**src/pwr_seq_defs.svh**
```systemverilog
// timing counts and encodings for the power state sequencer
`ifndef PWR_SEQ_DEFS_SVH
`define PWR_SEQ_DEFS_SVH
`define CLOCK_FREQ_HZ          40000000
`define PLL_SETTLE_TIME_US     250
`define PLL_SETTLE_CYCLES      (`PLL_SETTLE_TIME_US * (`CLOCK_FREQ_HZ / 1000000))
`define WAKE_TIMER_WIDTH       16
`define WAKE_TIMER_RESET       16'h0100
`define STEP_CYCLES            4'h4
`define PSTATE_SLEEP           4'h0
`define PSTATE_SNOOZE          4'h1
`define PSTATE_LOW_CLOCK       4'h2
`define PSTATE_DEVICE          4'h3
`define PSTATE_HOST            4'h4
`define PSTATE_ALL             4'h5
`endif

```
**src/pwr_seq_pkg.sv**
```systemverilog
// types of the power state sequencer
package pwr_seq_pkg;
    typedef enum logic [2:0] {
        ST_IDLE       = 3'b000,
        ST_STOP_FAST  = 3'b001,
        ST_STOP_SLOW  = 3'b011,
        ST_STOP_CLK   = 3'b010,
        ST_STOP_OSC   = 3'b110,
        ST_OSC_SETTLE = 3'b111,
        ST_PLL_SETTLE = 3'b101,
        ST_FAST_ON    = 3'b100
    } seq_phase_t;

    typedef struct packed {
        seq_phase_t  phase;
        logic [3:0]  power_state_field;
        logic [3:0]  target;
        logic        target_host;
        logic        active_role_indicator;
        logic [6:0]  pending;
        logic        transition_finished_flag;
        logic [15:0] count;
        logic        osc_on;
        logic        osc_clk_gate;
        logic        slow_pll_on;
        logic        clk_out_on;
        logic        dev_pll_on;
        logic        host_pll_on;
    } seq_state_t;
endpackage

```
**src/dual_port_power_state_sequencer.sv**
```systemverilog
// power state sequencer for a combined usb device and host controller, two-port mode
`timescale 1ns/1ps
`include "pwr_seq_defs.svh"

module dual_port_power_state_sequencer
    import pwr_seq_pkg::*;
(
    input  wire logic        clock,
    input  wire logic        rst_b,
    input  wire logic        req_sleep,
    input  wire logic        req_snooze,
    input  wire logic        req_low_clock_active,
    input  wire logic        req_device_active,
    input  wire logic        req_host_active,
    input  wire logic        req_all_active_device_role,
    input  wire logic        req_all_active_host_role,
    input  wire logic        transition_finished_clear,
    input  wire logic        transition_finished_irq_enable,
    input  wire logic [15:0] wake_up_timer,
    input  wire logic        osc_stable_in,
    output logic [6:0]       power_request_reg,
    output logic [3:0]       power_state_field,
    output logic             active_role_indicator,
    output logic             transition_finished_flag,
    output logic             interrupt_out_n,
    output logic             osc_enable,
    output logic             oscillator_clock_gate,
    output logic             slow_pll_enable,
    output logic             system_clock_enable,
    output logic             device_fast_pll_enable,
    output logic             host_fast_pll_enable,
    output logic             device_regs_writable,
    output logic             host_regs_writable,
    output logic             device_transfer_enable,
    output logic             host_transfer_enable
);

    localparam logic [15:0] PLL_SETTLE = 16'(`PLL_SETTLE_CYCLES);
    localparam logic [15:0] STEP       = 16'(`STEP_CYCLES);

    // ------------------------------------------------------------
    // pin synchroniser for the oscillator stable indication
    // ------------------------------------------------------------
    logic osc_sync_a;
    logic osc_sync_b;

    always_ff @(posedge clock or negedge rst_b) begin
        if (!rst_b) begin
            osc_sync_a <= 1'b0;
            osc_sync_b <= 1'b0;
        end else begin
            osc_sync_a <= osc_stable_in;
            osc_sync_b <= osc_sync_a;
        end
    end

    // ------------------------------------------------------------
    // sequencer state
    // ------------------------------------------------------------
    seq_state_t cur;
    seq_state_t next_cur;
    logic [6:0] req_in;
    logic [6:0] new_req;
    logic [3:0] want;
    logic       want_host;
    logic       req_seen;
    logic       wants_fast;
    logic       wants_dev;
    logic       wants_hst;

    // ------------------------------------------------------------
    // request decode
    // ------------------------------------------------------------
    assign req_in = {req_all_active_host_role, req_all_active_device_role,
                     req_host_active, req_device_active, req_low_clock_active,
                     req_snooze, req_sleep};

    // decode lowest set pending bit into a target state
    always_comb begin
        want      = cur.power_state_field;
        want_host = cur.active_role_indicator;
        req_seen  = 1'b0;
        new_req   = cur.pending | req_in;
        if (new_req[0]) begin
            want     = `PSTATE_SLEEP;
            req_seen = 1'b1;
        end else if (new_req[1]) begin
            want     = `PSTATE_SNOOZE;
            req_seen = 1'b1;
        end else if (new_req[2]) begin
            want     = `PSTATE_LOW_CLOCK;
            req_seen = 1'b1;
        end else if (new_req[3]) begin
            want      = `PSTATE_DEVICE;
            want_host = 1'b0;
            req_seen  = 1'b1;
        end else if (new_req[4]) begin
            want      = `PSTATE_HOST;
            want_host = 1'b1;
            req_seen  = 1'b1;
        end else if (new_req[5]) begin
            want      = `PSTATE_ALL;
            want_host = 1'b0;
            req_seen  = 1'b1;
        end else if (new_req[6]) begin
            want      = `PSTATE_ALL;
            want_host = 1'b1;
            req_seen  = 1'b1;
        end
        wants_fast = (cur.target == `PSTATE_DEVICE) || (cur.target == `PSTATE_HOST)
                     || (cur.target == `PSTATE_ALL);
        wants_dev  = (cur.target == `PSTATE_DEVICE) || (cur.target == `PSTATE_ALL);
        wants_hst  = (cur.target == `PSTATE_HOST) || (cur.target == `PSTATE_ALL);
    end

    // ------------------------------------------------------------
    // next state
    // ------------------------------------------------------------
    always_comb begin
        next_cur = cur;
        next_cur.pending = cur.pending | req_in;
        if (transition_finished_clear) begin
            next_cur.transition_finished_flag = 1'b0;
        end
        if (cur.count != 16'h0000) begin
            next_cur.count = cur.count - 16'h0001;
        end
        unique case (cur.phase)
            ST_IDLE: begin
                // same-state request other than all-active is left pending and does nothing
                if (req_seen && (want != cur.power_state_field
                                 || want == `PSTATE_ALL)) begin
                    next_cur.target      = want;
                    next_cur.target_host = want_host;
                    next_cur.count       = STEP;
                    if (cur.power_state_field == `PSTATE_ALL && want == `PSTATE_ALL) begin
                        next_cur.phase = ST_FAST_ON;
                    end else if (cur.power_state_field == `PSTATE_SLEEP) begin
                        next_cur.osc_on = 1'b1;
                        next_cur.count  = wake_up_timer;
                        next_cur.phase  = ST_OSC_SETTLE;
                    end else if (cur.power_state_field == `PSTATE_SNOOZE) begin
                        if (want == `PSTATE_SLEEP) begin
                            next_cur.phase = ST_STOP_OSC;
                        end else begin
                            next_cur.slow_pll_on = 1'b1;
                            next_cur.count       = PLL_SETTLE;
                            next_cur.phase       = ST_PLL_SETTLE;
                        end
                    end else if (cur.power_state_field == `PSTATE_LOW_CLOCK) begin
                        if (want == `PSTATE_SNOOZE) begin
                            next_cur.phase = ST_STOP_CLK;
                        end else if (want == `PSTATE_SLEEP) begin
                            next_cur.phase = ST_STOP_SLOW;
                        end else begin
                            next_cur.phase = ST_FAST_ON;
                        end
                    end else begin
                        // on the way to snooze the clock output goes down first
                        next_cur.phase = (want == `PSTATE_SNOOZE)
                                         ? ST_STOP_CLK : ST_STOP_FAST;
                    end
                end
            end
            ST_STOP_FAST: if (cur.count == 16'h0000) begin
                next_cur.dev_pll_on  = 1'b0;
                next_cur.host_pll_on = 1'b0;
                next_cur.power_state_field = `PSTATE_LOW_CLOCK;
                next_cur.count = STEP;
                if (cur.target == `PSTATE_SLEEP || cur.target == `PSTATE_SNOOZE) begin
                    next_cur.phase = ST_STOP_SLOW;
                end else if (cur.target == `PSTATE_LOW_CLOCK) begin
                    next_cur.phase = ST_IDLE;
                end else begin
                    next_cur.phase = ST_FAST_ON;
                end
            end
            ST_STOP_CLK: if (cur.count == 16'h0000) begin
                next_cur.clk_out_on = 1'b0;
                next_cur.count = STEP;
                next_cur.phase = (cur.dev_pll_on || cur.host_pll_on)
                                 ? ST_STOP_FAST : ST_STOP_SLOW;
            end
            ST_STOP_SLOW: if (cur.count == 16'h0000) begin
                next_cur.slow_pll_on = 1'b0;
                // no source left for the system clock once the slow pll stops
                next_cur.clk_out_on = 1'b0;
                next_cur.power_state_field = `PSTATE_SNOOZE;
                next_cur.count = STEP;
                next_cur.phase = (cur.target == `PSTATE_SLEEP) ? ST_STOP_OSC : ST_IDLE;
            end
            ST_STOP_OSC: if (cur.count == 16'h0000) begin
                // oscillator output gated one step before the oscillator halts
                if (cur.osc_clk_gate) begin
                    next_cur.osc_clk_gate = 1'b0;
                    next_cur.count = STEP;
                end else begin
                    next_cur.osc_on = 1'b0;
                    next_cur.power_state_field = `PSTATE_SLEEP;
                    next_cur.phase = ST_IDLE;
                end
            end
            ST_OSC_SETTLE: if (cur.count == 16'h0000 && osc_sync_b) begin
                next_cur.osc_clk_gate = 1'b1;
                next_cur.power_state_field = `PSTATE_SNOOZE;
                if (cur.target == `PSTATE_SNOOZE) begin
                    next_cur.phase = ST_IDLE;
                end else begin
                    next_cur.slow_pll_on = 1'b1;
                    next_cur.count = PLL_SETTLE;
                    next_cur.phase = ST_PLL_SETTLE;
                end
            end
            ST_PLL_SETTLE: if (cur.count == 16'h0000) begin
                next_cur.clk_out_on = 1'b1;
                next_cur.power_state_field = `PSTATE_LOW_CLOCK;
                next_cur.count = STEP;
                next_cur.phase = wants_fast ? ST_FAST_ON : ST_IDLE;
            end
            ST_FAST_ON: if (cur.count == 16'h0000) begin
                next_cur.dev_pll_on  = wants_dev;
                next_cur.host_pll_on = wants_hst;
                next_cur.active_role_indicator = cur.target_host;
                next_cur.power_state_field = cur.target;
                next_cur.phase = ST_IDLE;
            end
            default: next_cur.phase = ST_IDLE;
        endcase
        // completion: flag, consume request
        if (cur.phase != ST_IDLE && next_cur.phase == ST_IDLE) begin
            next_cur.transition_finished_flag = 1'b1;
            next_cur.pending = req_in;
        end
    end

    // ------------------------------------------------------------
    // state register
    // ------------------------------------------------------------
    always_ff @(posedge clock or negedge rst_b) begin
        if (!rst_b) begin
            cur <= '{phase: ST_IDLE, power_state_field: `PSTATE_SLEEP,
                     target: `PSTATE_SLEEP, count: 16'h0000, default: '0};
        end else begin
            cur <= next_cur;
        end
    end

    // ------------------------------------------------------------
    // outputs
    // ------------------------------------------------------------
    assign power_request_reg        = cur.pending;
    assign power_state_field        = cur.power_state_field;
    assign active_role_indicator    = cur.active_role_indicator;
    assign transition_finished_flag = cur.transition_finished_flag;
    assign interrupt_out_n = ~(cur.transition_finished_flag
                               & transition_finished_irq_enable);
    assign osc_enable             = cur.osc_on;
    assign oscillator_clock_gate  = cur.osc_clk_gate;
    assign slow_pll_enable        = cur.slow_pll_on;
    assign system_clock_enable    = cur.clk_out_on;
    assign device_fast_pll_enable = cur.dev_pll_on;
    assign host_fast_pll_enable   = cur.host_pll_on;

    // ------------------------------------------------------------
    // register permission and transfer role
    // ------------------------------------------------------------
    // register write permission and transfer role; always-on regs are outside this gating
    assign device_regs_writable = (cur.power_state_field == `PSTATE_DEVICE)
                                  || (cur.power_state_field == `PSTATE_ALL);
    assign host_regs_writable   = (cur.power_state_field == `PSTATE_HOST)
                                  || (cur.power_state_field == `PSTATE_ALL);
    assign device_transfer_enable = device_regs_writable & ~cur.active_role_indicator
                                    & (cur.phase == ST_IDLE);
    assign host_transfer_enable   = host_regs_writable & cur.active_role_indicator
                                    & (cur.phase == ST_IDLE);

endmodule

```
**config.mk**
```make
export PLATFORM = sky130hd
export DESIGN_NAME = dual_port_power_state_sequencer
export DESIGN_NICKNAME = d
export VERILOG_FILES = /design/src/pwr_seq_pkg.sv /design/src/dual_port_power_state_sequencer.sv
export VERILOG_INCLUDE_DIRS = /design/src
export SDC_FILE = /design/constraint.sdc
export NUM_CORES = 1
export LEC_CHECK = 0
export BUFFER_PORTS_ARGS = -buffer_cell sky130_fd_sc_hd__buf_4
export CORE_ASPECT_RATIO = 0.5
export CORE_MARGIN = 2
export CORE_UTILIZATION = 29
export DETAILED_ROUTE_END_ITERATION = 8
export HOLD_SLACK_MARGIN = 0.1
export SLEW_MARGIN = 10
export SYNTH_ARGS = -nofsm -noshare
export SYNTH_HDL_FRONTEND = slang
export SYNTH_SLANG_ARGS = --single-unit
```
**constraint.sdc**
```tcl
create_clock -name clock -period 7 [get_ports clock]
set_clock_uncertainty 0.2 [all_clocks]
set_input_delay 0.7 -clock clock [delete_from_list [all_inputs] [get_ports clock]]
set_output_delay 0.7 -clock clock [all_outputs]
set_load 0.03 [all_outputs]
```
* Word level (Yosys, flattened, before mapping) *
Index checks and enable logic that the tools add are counted.

operators by class
  $add $sub $neg = 1
  $mul = 0
  divide/modulo/power cells = 0
  $lt $le $gt $ge = 0
  equal/unequal tests = 35
  shift-type cells = 0
  muxes and demuxes = 78
  bitwise logic cells = 8
  reductions and logical operators = 37

operator list
  cell                                                  number
  2-to-1 mux 16 bit                                     6
  case mux 16 bit (4 select lines)                      1
  2-to-1 mux 7 bit                                      7
  2-to-1 mux 3 bit                                      13
  2-to-1 mux 17 bit                                     2
  inequality test 2 bit (second input constant)         15
  2-to-1 mux 14 bit                                     2
  2-to-1 mux 4 bit                                      7
  2-to-1 mux 1 bit                                      25
  case mux 3 bit (8 select lines)                       1
  case mux 4 bit (6 select lines)                       1
  equality test 4 x 3 -> 1 bit (second input constant)  5
  2-to-1 mux 18 bit                                     1
  equality test 4 x 2 -> 1 bit (second input constant)  4
  zero test 16 bit                                      1
  nonzero test 16 bit                                   1
  subtractor 16 x 1 -> 16 bit (second input constant)   1
  equality test 3 bit (second input constant)           4
  equality test 4 x 1 -> 1 bit (second input constant)  3
  zero test 4 bit                                       3
  2-to-1 mux 2 bit                                      6
  logical OR 1 bit                                      9
  AND reduction 9 bit                                   1
  nonzero test 3 bit                                    3
  20 further kinds                                      37

storage, ports and cells
  bits in registers = 45
  bits in latches = 0
  memory bits (writable) = 0
  memory bits (read-only) = 0
  memories kept = 0

* Depth between registers and ports, before layout *
  word-level depth = 20
  gate-level depth with buffers = 13
  mapped depth without buffers = 11

* Worst setup path after synthesis *
Ideal clock, no wire load.

  path kind = register to register
  start = register cur[6] in the netlist's numbering
  end = register cur[6] in the netlist's numbering
  arrival time = 2.989 ns
  setup slack = 3.687 ns
  cell stages (with the launch flop) = 14
  period minus slack after synthesis = 3.313 ns
  path through = dfrtp_1 -> inv_1 -> ha_1 -> or4b_1 -> or4b_1 -> buf_4 -> nor2_4 -> inv_2 -> clkbuf_1 -> ha_1 -> or3_1 -> o21ai_0 -> a22o_1 -> a211o_1

RTL lines
  element                 RTL line                                source
  start, declared         dual_port_power_state_sequencer.sv:60   seq_state_t cur;
  start signal, assigned  dual_port_power_state_sequencer.sv:241  cur <= '{phase: ST_IDLE, power_state_field: `PSTATE_SLEEP,
  start signal, assigned  dual_port_power_state_sequencer.sv:244  cur <= next_cur;

==> flow_summary.toml <==
[place]
numPortBuffers = 51
gp_congestion = 0.871
dpl-instance-area_um2 = 3420
place_hpwl_um = 6180

[sta]
fin_crit_ps = 3840
setup_viol = 0
rsz0062_at_grt = "false"
hold_violations = 0
max_freq_mhz = 260
setup_tns_ps = 0
max_slew_margin_pct = 37.2
whs_ps = 155
slew_violations = 0
final_min_period_over_clock_period_pct = 54.9
tightest_slew_ps = 934

[power]
swShare_pct = 44.5
power.density_nw_per_um2 = 393
seq_power_share_pct = 33.9
switchingPower_uw = 629
max-vdd-ir-drop_v = 0.000124
internal-power_uw = 785
p_clk_share_pct = 19.6
power.leakage_nw = 1.39
comb_power_share_pct = 46.4

[drt]
num_vias = 2776
ant_nets = 0
drc = 0
wl_per_cell_um = 16.3
drt_pass1_iterations = 4
routed_via_density = 5.39
wl_um = 8400
first_iter_violations = 181

[global_routing]
antenna_found_initial = 0
gr-usage-met3_pct = 3.05
busiest_layer = "met2"
grt_max_degree = 46
use_met2_pct = 24.1
gr-usage-met1_pct = 22.7
grt_pass1_vias = 2761
grt_usage_pct = 15.7
grt_pass1_wl_um = 14300
grt_overflow = 0

[hold_path]
hold_end = "osc_sync_b"
worstHoldStart = "osc_sync_a"
holdPathStages = 0
hold_path_class = "flip-flop to flip-flop"

[yosys]
synth_common_cells = "45 x dfrtp_1, 34 x nor2_1, 28 x nand2_1, 19 x o21ai_0, 16 x nor3_1"
syn_area_per_cell_um2 = 8.79
synth_edf_count = 0
synth-seq-cells = 45
yosys_warnings = 0
synth.distinct_cells = 65
synth.yosys.seq_area_share_pct = 37.4
yosysMostFrequentCell = "dfrtp_1"
synthArstFlopShare_pct = 100
synth.top_cell.area_share_pct = 37.4
synth_area_um2 = 3010
synth_area_leaders = "dfrtp_1 37%, nor2_1 4.2%, nand2_1 3.5%"
yosys.area.top_type = "dfrtp_1"
synth_cells = 342
synth_top_flop_cell = "dfrtp_1"
syn-num-nets = 372

[setup_path]
cp.arrival_ps = 3830
regToRegStartpoint = "cur[6]"
r2r_cells = 10
crit_top_cell = "or4b_1"
crit_buf_inv = 2
cp_slowest_stage_delay_ps = 740
slowest_stage = "or4b_1"
path_depth = 10
cp_cell_sequence = "inv_1 > ha_1 > or4b_1 > or4b_1 > nor2_4 > inv_2 > a221o_1 > a211oi_2 > o31ai_4 > a21o_1"
start_kind = "flip-flop"
path_max_fanout = 15
r2r_slack_ps = 3160
path_delay_family = "simple AND/OR/NAND/NOR gates"
cp-end-kind = "flip-flop"
worstReg2RegEnd = "power_request_reg[6]"
worstPathRequired_ps = 6990
worstSetupPathType = "flip-flop to flip-flop"

[cts]
cts_sinks = 45
cts_buffers = 5
htree_levels = 2
root_buffer = "clkbuf_16"
postCtsResizedCells = 0
cts_hold_buf = 0
cts_tree = "built"
clkTransAtPathRegs_ps = 70
cts_setup_buffers = 0
clock_latency_ps = 300
cts_buffer_depth = 2

[finish]
largest_reg_flops = 24
area_growth_pct = 19.5
final_util_pct = 35.4
finalInstanceArea_um2 = 3590
drive_gt1_share_pct = 20.8
n_antenna_cell = 0
num-nets-final = 404

[floorplanning]
start_util_pct = 29.6
die_x_um = 148
coreArea_um2 = 10100
fp.dieH_um = 76.0
pin_count = 52
num_rows = 26
dieArea_um2 = 11300

[status]
outcome = "completed"

[run]
cap_violations = 0
[logic make-up after synthesis]
logic type                 after synthesis  synth area share [%]
adders and majority gates                2                 0.832
xor gates and xnor gates                15                  4.37
AOI/OAI and AO/OA                      108                  26.5
DFF                                     45                  37.4
and+or+nand+nor                        131                  22.6
buffers and inverters                   34                  5.74
muxes                                    7                  2.50
[area by class of cell]
class / instances / area (um2)
multi-input cells: 263 / 1710
clock inverters: 3 / 46.3
flip-flops and latches: 45 / 1130
fillers: 1065 / 6560
repair buffers: 51 / 383
inverters: 8 / 30.0
well taps: 140 / 175
clock buffers: 5 / 125
[power groups by stage]
stage               Combinational, mW  Clock [mW]  Sequential (mW)
floorplan                       0.546           0            0.422
global placement                0.652           0            0.483
detailed placement              0.653           0            0.483
CTS                             0.657       0.281            0.479
global route                    0.729       0.292            0.500
finish                          0.656       0.278            0.480
[how the worst max path moves through the flow]
| stage | slack, ps | endpoint | start |
|---|---|---|---|
| global placement | 3080 | cur[15] | req_sleep |
| detailed placement | 3060 | cur[15] | req_sleep |
| global route | 2830 | cur[11] | cur[6] |
| CTS | 3210 | power_request_reg[6] | cur[6] |
| floorplan | 3690 | cur[6] | cur[6] |
| finish | 3160 | power_request_reg[6] | cur[6] |
[metrics by stage]
step / total power, mW / setup slack, ps / instances
5_1_grt: 1.52 / 2830 / 515
2_1_floorplan: 0.968 / 3690 / 342
3_3_place_gp: 1.13 / 3080 / 507
6_report: 1.41 / 3160 / 515
4_1_cts: 1.42 / 3210 / 515
3_5_place_dp: 1.14 / 3060 / 507
[metal layers]
layer / wire length, um / up-vias / share of wire, %
met5: 0 / - / 0
met3: 390 / 9 / 4.6
met1: 4130 / 1354 / 49
met2: 3790 / 65 / 45
met4: 91 / 0 / 1.1
li1: - / 1348 / -
[layout by cell type, fill, tap and decap left out, types with 5 or more instances in the layout]
cell type,Yosys,routed
nor2_1,34,34
a21o_1,8,8
a21oi_1,15,15
xnor2_1,10,10
or3_1,10,10
o22ai_1,6,6
xor2_1,5,5
o21ai_0,19,19
dfrtp_1,45,45
inv_1,7,7
buf_4,12,51
nor3_1,16,16
or4_1,9,9
nand3_1,6,6
o2bb2ai_1,8,8
nand2_1,28,28
clkbuf_16,0,5
nand2b_1,6,6
Note: power is estimated with default switching activity, not from simulation.
